**src/cfo_pkg.sv**
```systemverilog
package cfo_pkg;

	// ==========================================================
	// Storage geometry
	localparam int DATA_W = 8;
	localparam int IDX_W = 4;
	localparam int PTR_W = 5;
	localparam logic [PTR_W-1:0] DEPTH = 5'h10;

	// ==========================================================
	// Pointer crossing
	localparam int SYNC_MAX = 4;
	localparam logic [2:0] SYNC_BIAS = 3'h2;
	localparam logic [2:0] CLR_STAGES = 3'h2;

	// ==========================================================
	// Register map (byte addresses)
	localparam int ADDR_W = 8;
	localparam logic [ADDR_W-1:0] OFF_CTRL = 8'h00;
	localparam logic [ADDR_W-1:0] OFF_THRESH = 8'h04;
	localparam logic [ADDR_W-1:0] OFF_STATUS = 8'h08;
	localparam logic [ADDR_W-1:0] OFF_IRQ_STAT = 8'h0C;
	localparam logic [ADDR_W-1:0] OFF_IRQ_MASK = 8'h10;
	localparam logic [1:0] RESP_OKAY = 2'h0;
	localparam logic [1:0] RESP_SLVERR = 2'h2;

	// ==========================================================
	// Control register layout, bit 0 upward from clr_sync
	typedef struct packed {
		logic [2:0] sync_depth;
		logic dual_mode;
		logic full_cycle;
		logic unf_prot;
		logic ovf_prot;
		logic related_clk;
		logic out_reg;
		logic show_ahead;
		logic clr_sync;
	} cfo_ctrl_t;
	localparam int CTRL_W = 11;
	localparam logic [CTRL_W-1:0] CTRL_RST = 11'h00_30;

	// Threshold layout: near-full in [4:0], near-empty in [12:8].
	typedef struct packed {
		logic [PTR_W-1:0] near_empty;
		logic [PTR_W-1:0] near_full;
	} cfo_thresh_t;
	localparam int NF_LSB = 0;
	localparam int NE_LSB = 8;
	localparam logic [PTR_W-1:0] NF_RST = 5'h0E;
	localparam logic [PTR_W-1:0] NE_RST = 5'h02;

	// Interrupt bits.
	localparam int IRQ_W = 4;
	localparam int IRQ_WR_REFUSED = 0;
	localparam int IRQ_RD_REFUSED = 1;
	localparam int IRQ_FULL = 2;
	localparam int IRQ_EMPTY = 3;

	function automatic logic [PTR_W-1:0] bin2gray(input logic [PTR_W-1:0] b);
		return b ^ (b >> 1);
	endfunction

	function automatic logic [PTR_W-1:0] gray2bin(input logic [PTR_W-1:0] g);
		logic [PTR_W-1:0] b;
		b[PTR_W-1] = g[PTR_W-1];
		for (int i = PTR_W - 2; i >= 0; i--) begin
			b[i] = b[i+1] ^ g[i];
		end
		return b;
	endfunction

endpackage

```
**src/cfo_fifo.sv**
```systemverilog
// What this block does
// - Optional clear resynchronised to read side.
// - Related clocks choose fewer crossing stages.
// - Optional extra register on read data.
// - Dual mode: registered normal, unregistered show-ahead.
// - Near-full when count at least threshold.
// - Near-empty when count below threshold.
// - Full-cycle option (single mode only): full takes read+write, stays full.
// - Ignore writes when full, reads when empty.
// - Sync depth setting reduced by two.
// - Show-ahead selects output data presentation.
//
// Implementation choices: the placing of the registers and the AXI4-Lite register port.
`timescale 1ns/1ps

module cfo_fifo import cfo_pkg::*; (
	// Clock and resets
	input wire logic aclk,
	input wire logic aresetn,
	input wire logic aclr,
	// Register bus
	input wire logic [ADDR_W-1:0] s_axi_awaddr,
	input wire logic s_axi_awvalid,
	output logic s_axi_awready,
	input wire logic [31:0] s_axi_wdata,
	input wire logic [3:0] s_axi_wstrb,
	input wire logic s_axi_wvalid,
	output logic s_axi_wready,
	output logic [1:0] s_axi_bresp,
	output logic s_axi_bvalid,
	input wire logic s_axi_bready,
	input wire logic [ADDR_W-1:0] s_axi_araddr,
	input wire logic s_axi_arvalid,
	output logic s_axi_arready,
	output logic [31:0] s_axi_rdata,
	output logic [1:0] s_axi_rresp,
	output logic s_axi_rvalid,
	input wire logic s_axi_rready,
	// Write side
	input wire logic wr_req,
	input wire logic [DATA_W-1:0] wr_data,
	output logic full,
	output logic near_full,
	output logic [PTR_W-1:0] wr_count,
	// Read side
	input wire logic rd_req,
	output logic [DATA_W-1:0] rd_data,
	output logic empty,
	output logic near_empty,
	output logic [PTR_W-1:0] rd_count,
	// Interrupt
	output logic irq
);

	// ==========================================================
	// Register file state
	cfo_ctrl_t ctrl, next_ctrl;
	cfo_thresh_t thresh, next_thresh;
	logic [IRQ_W-1:0] irq_stat, next_irq_stat;
	logic [IRQ_W-1:0] irq_mask, next_irq_mask;
	logic bvalid, next_bvalid;
	logic [1:0] bresp, next_bresp;
	logic rvalid, next_rvalid;
	logic [1:0] rresp, next_rresp;
	logic [31:0] rdata, next_rdata;
	logic wr_take, rd_take;
	logic [31:0] wmask, status_word, rd_word;

	// ==========================================================
	// Buffer state
	logic [DATA_W-1:0] mem [DEPTH];
	logic [PTR_W-1:0] wr_ptr, next_wr_ptr, wr_gray, next_wr_gray;
	logic [PTR_W-1:0] rd_ptr, next_rd_ptr, rd_gray, next_rd_gray;
	logic [PTR_W-1:0] wr_gray_s, rd_gray_s;
	logic [DATA_W-1:0] q0, next_q0, q1;
	logic full_d, empty_d;
	logic wr_ok, rd_ok, fc_eff, out_reg_eff, clr_s;
	logic rd_aclr, rd_sclr;
	logic [2:0] stages;
	logic [IRQ_W-1:0] events;

	// ==========================================================
	// Crossing depth and clear steering
	always_comb begin
		if (ctrl.sync_depth > SYNC_BIAS) begin
			stages = ctrl.sync_depth - SYNC_BIAS;
		end else begin
			stages = 3'h1;
		end
		if (stages > 3'(SYNC_MAX)) begin
			stages = 3'(SYNC_MAX);
		end
		if (ctrl.related_clk) begin
			stages = 3'h1;
		end
	end

	cfo_sync #(.W(1)) u_clr_sync (
		.aclk(aclk),
		.aresetn(aresetn),
		.clr(1'b0),
		.depth(CLR_STAGES),
		.d(aclr),
		.q(clr_s)
	);

	// With resync on, the read side only sees the clear after the chain, so a
	// read request can still land half way through the clear.
	assign rd_aclr = aclr & ~ctrl.clr_sync;
	assign rd_sclr = ~aresetn | (ctrl.clr_sync & clr_s);

	// The chains are only exercised in dual mode; in single mode counts come
	// straight from the local pointers.
	cfo_sync #(.W(PTR_W)) u_wr2rd (
		.aclk(aclk),
		.aresetn(aresetn),
		.clr(aclr),
		.depth(stages),
		.d(wr_gray),
		.q(wr_gray_s)
	);

	cfo_sync #(.W(PTR_W)) u_rd2wr (
		.aclk(aclk),
		.aresetn(aresetn),
		.clr(rd_aclr),
		.depth(stages),
		.d(rd_gray),
		.q(rd_gray_s)
	);

	// ==========================================================
	// Flags, acceptance and pointers
	always_comb begin
		if (ctrl.dual_mode) begin
			wr_count = wr_ptr - gray2bin(rd_gray_s);
			rd_count = gray2bin(wr_gray_s) - rd_ptr;
		end else begin
			wr_count = wr_ptr - rd_ptr;
			rd_count = wr_ptr - rd_ptr;
		end
		full = (wr_count == DEPTH);
		empty = (rd_count == '0);
		near_full = (wr_count >= thresh.near_full);
		near_empty = (rd_count < thresh.near_empty);
		fc_eff = ctrl.full_cycle & ctrl.ovf_prot & ~ctrl.dual_mode;
		rd_ok = rd_req & ~(empty & ctrl.unf_prot);
		wr_ok = wr_req & (~(full & ctrl.ovf_prot) | (fc_eff & rd_ok));
		next_wr_ptr = wr_ok ? wr_ptr + 5'h01 : wr_ptr;
		next_rd_ptr = rd_ok ? rd_ptr + 5'h01 : rd_ptr;
		next_wr_gray = bin2gray(next_wr_ptr);
		next_rd_gray = bin2gray(next_rd_ptr);
		if (ctrl.dual_mode) begin
			out_reg_eff = ~ctrl.show_ahead;
		end else begin
			out_reg_eff = ctrl.out_reg;
		end
		if (ctrl.show_ahead) begin
			if (wr_ok && wr_ptr[IDX_W-1:0] == next_rd_ptr[IDX_W-1:0]) begin
				next_q0 = wr_data;
			end else begin
				next_q0 = mem[next_rd_ptr[IDX_W-1:0]];
			end
		end else if (rd_ok) begin
			next_q0 = mem[rd_ptr[IDX_W-1:0]];
		end else begin
			next_q0 = q0;
		end
		rd_data = out_reg_eff ? q1 : q0;
	end

	always_ff @(posedge aclk) begin
		if (wr_ok) begin
			mem[wr_ptr[IDX_W-1:0]] <= wr_data;
		end
	end

	always_ff @(posedge aclk or posedge aclr) begin
		if (aclr) begin
			wr_ptr <= '0;
			wr_gray <= '0;
		end else if (!aresetn) begin
			wr_ptr <= '0;
			wr_gray <= '0;
		end else begin
			wr_ptr <= next_wr_ptr;
			wr_gray <= next_wr_gray;
		end
	end

	always_ff @(posedge aclk or posedge rd_aclr) begin
		if (rd_aclr) begin
			rd_ptr <= '0;
			rd_gray <= '0;
			q0 <= '0;
			q1 <= '0;
		end else if (rd_sclr) begin
			rd_ptr <= '0;
			rd_gray <= '0;
			q0 <= '0;
			q1 <= '0;
		end else begin
			rd_ptr <= next_rd_ptr;
			rd_gray <= next_rd_gray;
			q0 <= next_q0;
			q1 <= q0;
		end
	end

	// ==========================================================
	// Register bus slave
	always_comb begin
		// Address and data are taken together, and only once the previous
		// response has gone, so at most one write is ever outstanding.
		wr_take = s_axi_awvalid & s_axi_wvalid & ~bvalid;
		rd_take = s_axi_arvalid & ~rvalid;
		s_axi_awready = wr_take;
		s_axi_wready = wr_take;
		s_axi_arready = ~rvalid;
		for (int i = 0; i < 4; i++) begin
			wmask[i*8 +: 8] = {8{s_axi_wstrb[i]}};
		end
		events = '0;
		events[IRQ_WR_REFUSED] = wr_req & ~wr_ok;
		events[IRQ_RD_REFUSED] = rd_req & ~rd_ok;
		events[IRQ_FULL] = full & ~full_d;
		events[IRQ_EMPTY] = empty & ~empty_d;
		status_word = '0;
		status_word[3:0] = {near_empty, near_full, empty, full};
		status_word[8 +: PTR_W] = wr_count;
		status_word[16 +: PTR_W] = rd_count;
		next_ctrl = ctrl;
		next_thresh = thresh;
		next_irq_mask = irq_mask;
		next_irq_stat = irq_stat;
		next_bvalid = bvalid & ~s_axi_bready;
		next_bresp = bresp;
		if (wr_take) begin
			next_bvalid = 1'b1;
			next_bresp = RESP_OKAY;
			unique case (s_axi_awaddr)
				OFF_CTRL: begin
					next_ctrl = (ctrl & ~wmask[CTRL_W-1:0]) | (s_axi_wdata[CTRL_W-1:0] & wmask[CTRL_W-1:0]);
				end
				OFF_THRESH: begin
					if (s_axi_wstrb[0]) begin
						next_thresh.near_full = s_axi_wdata[NF_LSB +: PTR_W];
					end
					if (s_axi_wstrb[1]) begin
						next_thresh.near_empty = s_axi_wdata[NE_LSB +: PTR_W];
					end
				end
				OFF_STATUS: begin
				end
				OFF_IRQ_STAT: begin
					next_irq_stat = irq_stat & ~(s_axi_wdata[IRQ_W-1:0] & wmask[IRQ_W-1:0]);
				end
				OFF_IRQ_MASK: begin
					next_irq_mask = (irq_mask & ~wmask[IRQ_W-1:0]) | (s_axi_wdata[IRQ_W-1:0] & wmask[IRQ_W-1:0]);
				end
				default: begin
					next_bresp = RESP_SLVERR;
				end
			endcase
		end
		// A fresh event outranks a write-one-to-clear in the same cycle.
		next_irq_stat = next_irq_stat | events;
		rd_word = '0;
		next_rresp = RESP_OKAY;
		unique case (s_axi_araddr)
			OFF_CTRL: rd_word[CTRL_W-1:0] = ctrl;
			OFF_THRESH: begin
				rd_word[NF_LSB +: PTR_W] = thresh.near_full;
				rd_word[NE_LSB +: PTR_W] = thresh.near_empty;
			end
			OFF_STATUS: rd_word = status_word;
			OFF_IRQ_STAT: rd_word[IRQ_W-1:0] = irq_stat;
			OFF_IRQ_MASK: rd_word[IRQ_W-1:0] = irq_mask;
			default: next_rresp = RESP_SLVERR;
		endcase
		next_rvalid = rvalid & ~s_axi_rready;
		next_rdata = rdata;
		if (rd_take) begin
			next_rvalid = 1'b1;
			next_rdata = rd_word;
		end else begin
			next_rresp = rresp;
		end
	end

	always_ff @(posedge aclk) begin
		if (!aresetn) begin
			ctrl <= CTRL_RST;
			thresh <= {NE_RST, NF_RST};
			irq_stat <= '0;
			irq_mask <= '0;
			bvalid <= 1'b0;
			bresp <= RESP_OKAY;
			rvalid <= 1'b0;
			rresp <= RESP_OKAY;
			rdata <= '0;
			full_d <= 1'b0;
			empty_d <= 1'b1;
		end else begin
			ctrl <= next_ctrl;
			thresh <= next_thresh;
			irq_stat <= next_irq_stat;
			irq_mask <= next_irq_mask;
			bvalid <= next_bvalid;
			bresp <= next_bresp;
			rvalid <= next_rvalid;
			rresp <= next_rresp;
			rdata <= next_rdata;
			full_d <= full;
			empty_d <= empty;
		end
	end

	assign s_axi_bvalid = bvalid;
	assign s_axi_bresp = bresp;
	assign s_axi_rvalid = rvalid;
	assign s_axi_rresp = rresp;
	assign s_axi_rdata = rdata;
	assign irq = |(irq_stat & irq_mask);

endmodule // cfo_fifo

```
**src/cfo_sync.sv**
```systemverilog
`timescale 1ns/1ps

module cfo_sync import cfo_pkg::*; #(
	parameter int W = 1
) (
	// Clock and resets
	input wire logic aclk,
	input wire logic aresetn,
	input wire logic clr,
	// Chain length, 1 to SYNC_MAX
	input wire logic [2:0] depth,
	// Data
	input wire logic [W-1:0] d,
	output logic [W-1:0] q
);

	// ==========================================================
	// Shift chain
	logic [SYNC_MAX-1:0][W-1:0] chain;
	logic [SYNC_MAX-1:0][W-1:0] next_chain;
	logic [2:0] tap;

	always_comb begin
		next_chain = {chain[SYNC_MAX-2:0], d};
		tap = (depth == 3'h0) ? 3'h0 : depth - 3'h1;
		q = chain[tap[1:0]];
	end

	always_ff @(posedge aclk or posedge clr) begin
		if (clr) begin
			chain <= '0;
		end else if (!aresetn) begin
			chain <= '0;
		end else begin
			chain <= next_chain;
		end
	end

endmodule // cfo_sync

```
**config.mk**
```make
export PLATFORM = sky130hd
export DESIGN_NAME = cfo_fifo
export DESIGN_NICKNAME = d
export VERILOG_FILES = /design/src/cfo_pkg.sv /design/src/cfo_fifo.sv /design/src/cfo_sync.sv
export SDC_FILE = /design/constraint.sdc
export NUM_CORES = 1
export LEC_CHECK = 0
export ABC_AREA = 1
export BUFFER_PORTS_ARGS = -buffer_cell sky130_fd_sc_hd__buf_2
export CORE_ASPECT_RATIO = 1.4
export CORE_MARGIN = 1.5
export CORE_UTILIZATION = 55
export DETAILED_ROUTE_END_ITERATION = 8
export PLACE_DENSITY = 0.78
export SLEW_MARGIN = 20
export SYNTH_ARGS = -nofsm -noshare
export SYNTH_HDL_FRONTEND = slang
export SYNTH_HIERARCHICAL = 1
export SYNTH_SLANG_ARGS = --single-unit
```
**constraint.sdc**
```tcl
create_clock -name aclk -period 10.8 [get_ports aclk]
set_input_delay 1.08 -clock aclk [delete_from_list [all_inputs] [get_ports aclk]]
set_output_delay 1.08 -clock aclk [all_outputs]
set_load 0.02 [all_outputs]
```
==> insert_results.sql <==
INSERT INTO impl_metrics (metric_group, metric, value, unit) VALUES
('sta', 'finalCritPeriodShare', '64.2', '%'),
('detailed_routing', 'route.detailed.vias_per_inst', '5.73', ''),
('detailed_routing', 'vias', '12100', ''),
('global_routing', 'number_of_global_route_vias_before_repair', '11800', ''),
('clock_network', 'cts_num_sinks', '259', ''),
('setup_path', 'timing.critical_path.from_type', 'register', ''),
('run_status', 'status', 'finished clean', ''),
('sta', 'post-route-min-period', '6.93', 'ns'),
('sta', 'report.final.setup_viol', '0', ''),
('logic_synthesis', 'post_synth_inst_count', '1705', ''),
('logic_synthesis', 'asyncSetResetFlopFracSynth', '30.1', '%'),
('sta', 'tightest_slew', '1.04', 'ns'),
('logic_synthesis', 'area_leader_netlist', 'edfxtp_1', ''),
('global_routing', 'antenna_found_initial', '0', ''),
('setup_path', 'cpMaxStageDelayCell', 'o211ai_1', ''),
('cells_and_area', 'antenna-diode-count', '0', ''),
('clock_network', 'worst_skew_pair.late_latency', '0.53', 'ns'),
('die', 'initial_utilization', '56.3', '%'),
('sta', 'timing_max_transition_violations_final', '0', ''),
('cells_and_area', 'area.growth.synth_to_final', '10.7', '%'),
('placed_design', 'place.gp.congestion', '0.902', ''),
('global_routing', 'grt_start_max_net_pins', '80', ''),
('die', 'num_rows', '68', ''),
('logic_synthesis', 'seq_total_area_yosys', '49.2', '%'),
('setup_path', 'critical_path.max_stage_delay', '0.51', 'ns'),
('sta', 'rsz0062_at_grt', 'false', ''),
('global_routing', 'grt_util_all_layers', '29.5', '%'),
('global_routing', 'grt.overflow.total', '0', ''),
('placed_design', 'detailedPlacementHpwl', '25.2', 'mm'),
('sta', 'final.setup.tns', '0', 'ns'),
('clock_network', 'clock_tree.root_cell', 'clkbuf_16', ''),
('setup_path', 'cp-end-kind', 'register', ''),
('global_routing', 'wire_length_of_the_first_global_routing_pass', '60.1', 'mm'),
('detailed_routing', 'drt-pass1-iter-count', '7', ''),
('power', 'cellPowerDensity', '186', 'nW/µm²'),
('flow_run', 'max_cap_violations', '0', ''),
('logic_synthesis', 'synth_top_cell_area_share', '27.6', '%'),
('logic_synthesis', 'synth_top_cells_by_area', 'edfxtp_1 (28%), dfrtp_1 (14%), nand2_1 (13%)', ''),
('power', 'total_leakage_power', '7.32', 'nW'),
('setup_path', 'critical-path-top-cell-by-count', 'nand2_1', ''),
('die', 'core_region_area', '24800', 'µm²'),
('clock_network', 'post_cts_buffers', '0', ''),
('die', 'design.die.area', '26300', 'µm²'),
('clock_network', 'postCtsResizedCells', '0', ''),
('detailed_routing', 'post-route-drc-count', '0', ''),
('clock_network', 'max-clock-path-buffers', '3', ''),
('cells_and_area', 'final_net_count', '1880', ''),
('cells_and_area', 'drive_gt1_share', '11.6', '%'),
('detailed_routing', 'post_drt_wl_per_cell', '17.9', 'µm'),
('cells_and_area', 'stdcell_count', '2115', ''),
('logic_synthesis', 'synth_ff_type', 'edfxtp_1', ''),
('hold_path', 'min_path_type', 'reg2reg', ''),
('logic_synthesis', 'synthesis.yosys.warnings', '6', ''),
('cells_and_area', 'fillers', '2103', ''),
('detailed_routing', 'wl', '37.8', 'mm'),
('sta', 'clock_skew', '0.0224', 'ns'),
('detailed_routing', 'initial_drc_count', '1294', ''),
('logic_synthesis', 'synth.ff_latch_count', '259', ''),
('clock_network', 'htree_num_levels', '1', ''),
('power', 'totalPowerFinal', '2.87', 'mW'),
('clock_network', 'cts-buffers-inserted', '26', ''),
('setup_path', 'cp.arrival', '7.40', 'ns'),
('power', 'vdd.ir_drop.worst', '0.144', 'mV'),
('sta', 'timing.slew.headroom', '30.3', '%'),
('die', 'die_outline_height', '191', 'µm'),
('cells_and_area', 'multi_input_comb_area', '5620', 'µm²'),
('placed_design', 'place_inst', '2068', ''),
('logic_synthesis', 'synth.avg_cell_area', '8.17', 'µm²'),
('clock_network', 'cts.hold.buffers_added', '0', ''),
('placed_design', 'io_buffer_count', '96', ''),
('die', 'floorplan.die.width', '138', 'µm'),
('setup_path', 'cp.required', '11.27', 'ns'),
('cells_and_area', 'seq_area', '6860', 'µm²'),
('die', 'number_of_top_level_design_ports', '134', ''),
('sta', 'final_hold_viol_count', '0', ''),
('logic_synthesis', 'post_synth_num_cell_types', '53', ''),
('sta', 'max_freq', '0.144', 'GHz'),
('detailed_routing', 'ant_nets', '0', ''),
('clock_network', 'clk_pin_slew', '0.07', 'ns'),
('logic_synthesis', 'netlist_area', '13900', 'µm²'),
('setup_path', 'criticalPathCategory', 'reg2reg', ''),
('setup_path', 'critical_path.max_fanout', '39', ''),
('logic_synthesis', 'synth_edf_count', '128', ''),
('clock_network', 'tritoncts', 'done', '');
-- path summary, 6_finish.rpt --
path                            slack [ns]  cells past startpoint                     end         startpoint
min in group asynchronous             0.57                      2    wr_gray[0]$_DFF_PP0_               aclr
worst max-delay path                  3.87                     34       q0[6]$_DFFE_PP0P_           register
worst min-delay path                  0.43                      1  irq_stat[2]$_SDFF_PN0_  full_d$_SDFF_PN0_
worst max register to register        3.87                     34       q0[6]$_DFFE_PP0P_           register
worst min register to register        0.43                      1  irq_stat[2]$_SDFF_PN0_  full_d$_SDFF_PN0_
max in group asynchronous             8.96                      4     rd_ptr[0]$_DFF_PP0_               aclr
-- cell usage after synthesis, types with 17 or more instances --
cell and number:
ha_1 26, clkbuf_1 34, nand3_1 183, nor2_1 101, o21ai_0 38, dfrtp_1 78
a21oi_1 118, nand2_1 466, buf_4 20, buf_2 21, inv_2 17, inv_1 224
nor3_1 28, dfxtp_1 53, edfxtp_1 128
-- worst max-delay path: cells and delay by family (launching register included) --
kind	cells	cell delay (ns)
fa+ha+maj	2	0.69
xor+xnor	4	1.02
flops	1	0.31
compound gates	1	0.51
buf+inv	4	1.00
simple gates	23	3.27
-- through the flow --
step	setup slack [ns]	hold WS [ns]	utilization [%]	area (µm²)
CTS	4.03	0.428	62.2	15400
floorplan	5.42	0.352	-	14000
global placement	4.18	0.408	58.8	14600
detailed placement	4.08	0.419	58.8	14600
finish	3.87	0.427	62.3	15400
global route	3.50	0.459	62.3	15400
-- metal layers --
layer  vias to the layer above  routed length, µm  global-route usage, %
met5                         -                  0                      0
met4                         0               2240                   17.2
met3                       151               3260                   4.00
met2                       650              18700                   50.5
met1                      5612              13700                   35.0
li1                       5706                  -                      -
-- cells by family after synthesis --
kind of cell	after synthesis	share of synthesized area [%]
AO/OA/AOI/OAI	245	10.8
AND/OR/NAND/NOR	812	24.8
adder cells (fa/ha/maj)	29	2.77
other	2	0.0539
XOR/XNOR	17	1.07
flip-flops	259	49.2
buffers and inverters	341	11.4
-- power by group --
part	leakage, nW	total (mW)	switching, mW	internal [mW]
Combinational	4.26	0.863	0.616	0.247
Clock	0.417	0.889	0.372	0.518
Sequential	2.65	1.12	0.0328	1.09
Total	7.32	2.87	1.02	1.85
-- flip-flops by register name, summed over array words and instances, names as in the netlist, 4 cells and up, named ones only --
register and count:
irq_stat 4, mem 128, q0 8, q1 8
rd_gray 5, rd_ptr 4, s_axi_rdata 18, thresh 10
u_clr_sync/chain 4, u_rd2wr/chain 20, u_wr2rd/chain 20, wr_gray 5
wr_ptr 4
-- layout by cell type, fill, tap and decap left out, types with 5 or more instances in the layout --
cell type / netlist / layout
a211oi_1: 12 / 12
a21oi_1: 118 / 118
a221oi_1: 16 / 16
a22oi_1: 5 / 5
a32o_1: 11 / 11
buf_2: 21 / 96
buf_4: 20 / 13
clkbuf_16: 0 / 27
clkinv_1: 5 / 12
conb_1: 2 / 26
dfrtp_1: 78 / 77
dfxtp_1: 53 / 53
edfxtp_1: 128 / 128
ha_1: 26 / 26
inv_1: 224 / 224
inv_16: 10 / 10
inv_2: 17 / 17
nand2_1: 466 / 466
nand2_2: 8 / 8
nand3_1: 183 / 183
nand4_1: 6 / 6
nor2_1: 101 / 101
nor3_1: 28 / 20
nor3_2: 0 / 8
o2111ai_1: 5 / 5
o211ai_1: 6 / 6
o21ai_0: 38 / 38
o221ai_1: 6 / 6
o22ai_1: 11 / 11
xor2_1: 14 / 14
-- final cells by class --
cell class              instances  share of cell area, %
repair buffers                109                   3.75
clock buffers                  33                   4.68
multi-input cells            1129                   36.5
flip-flops and latches        259                   44.5
inverters                     256                   7.29
clock inverters                14                  0.771
well taps                     315                   2.56
(Power assumes the default switching activity.)
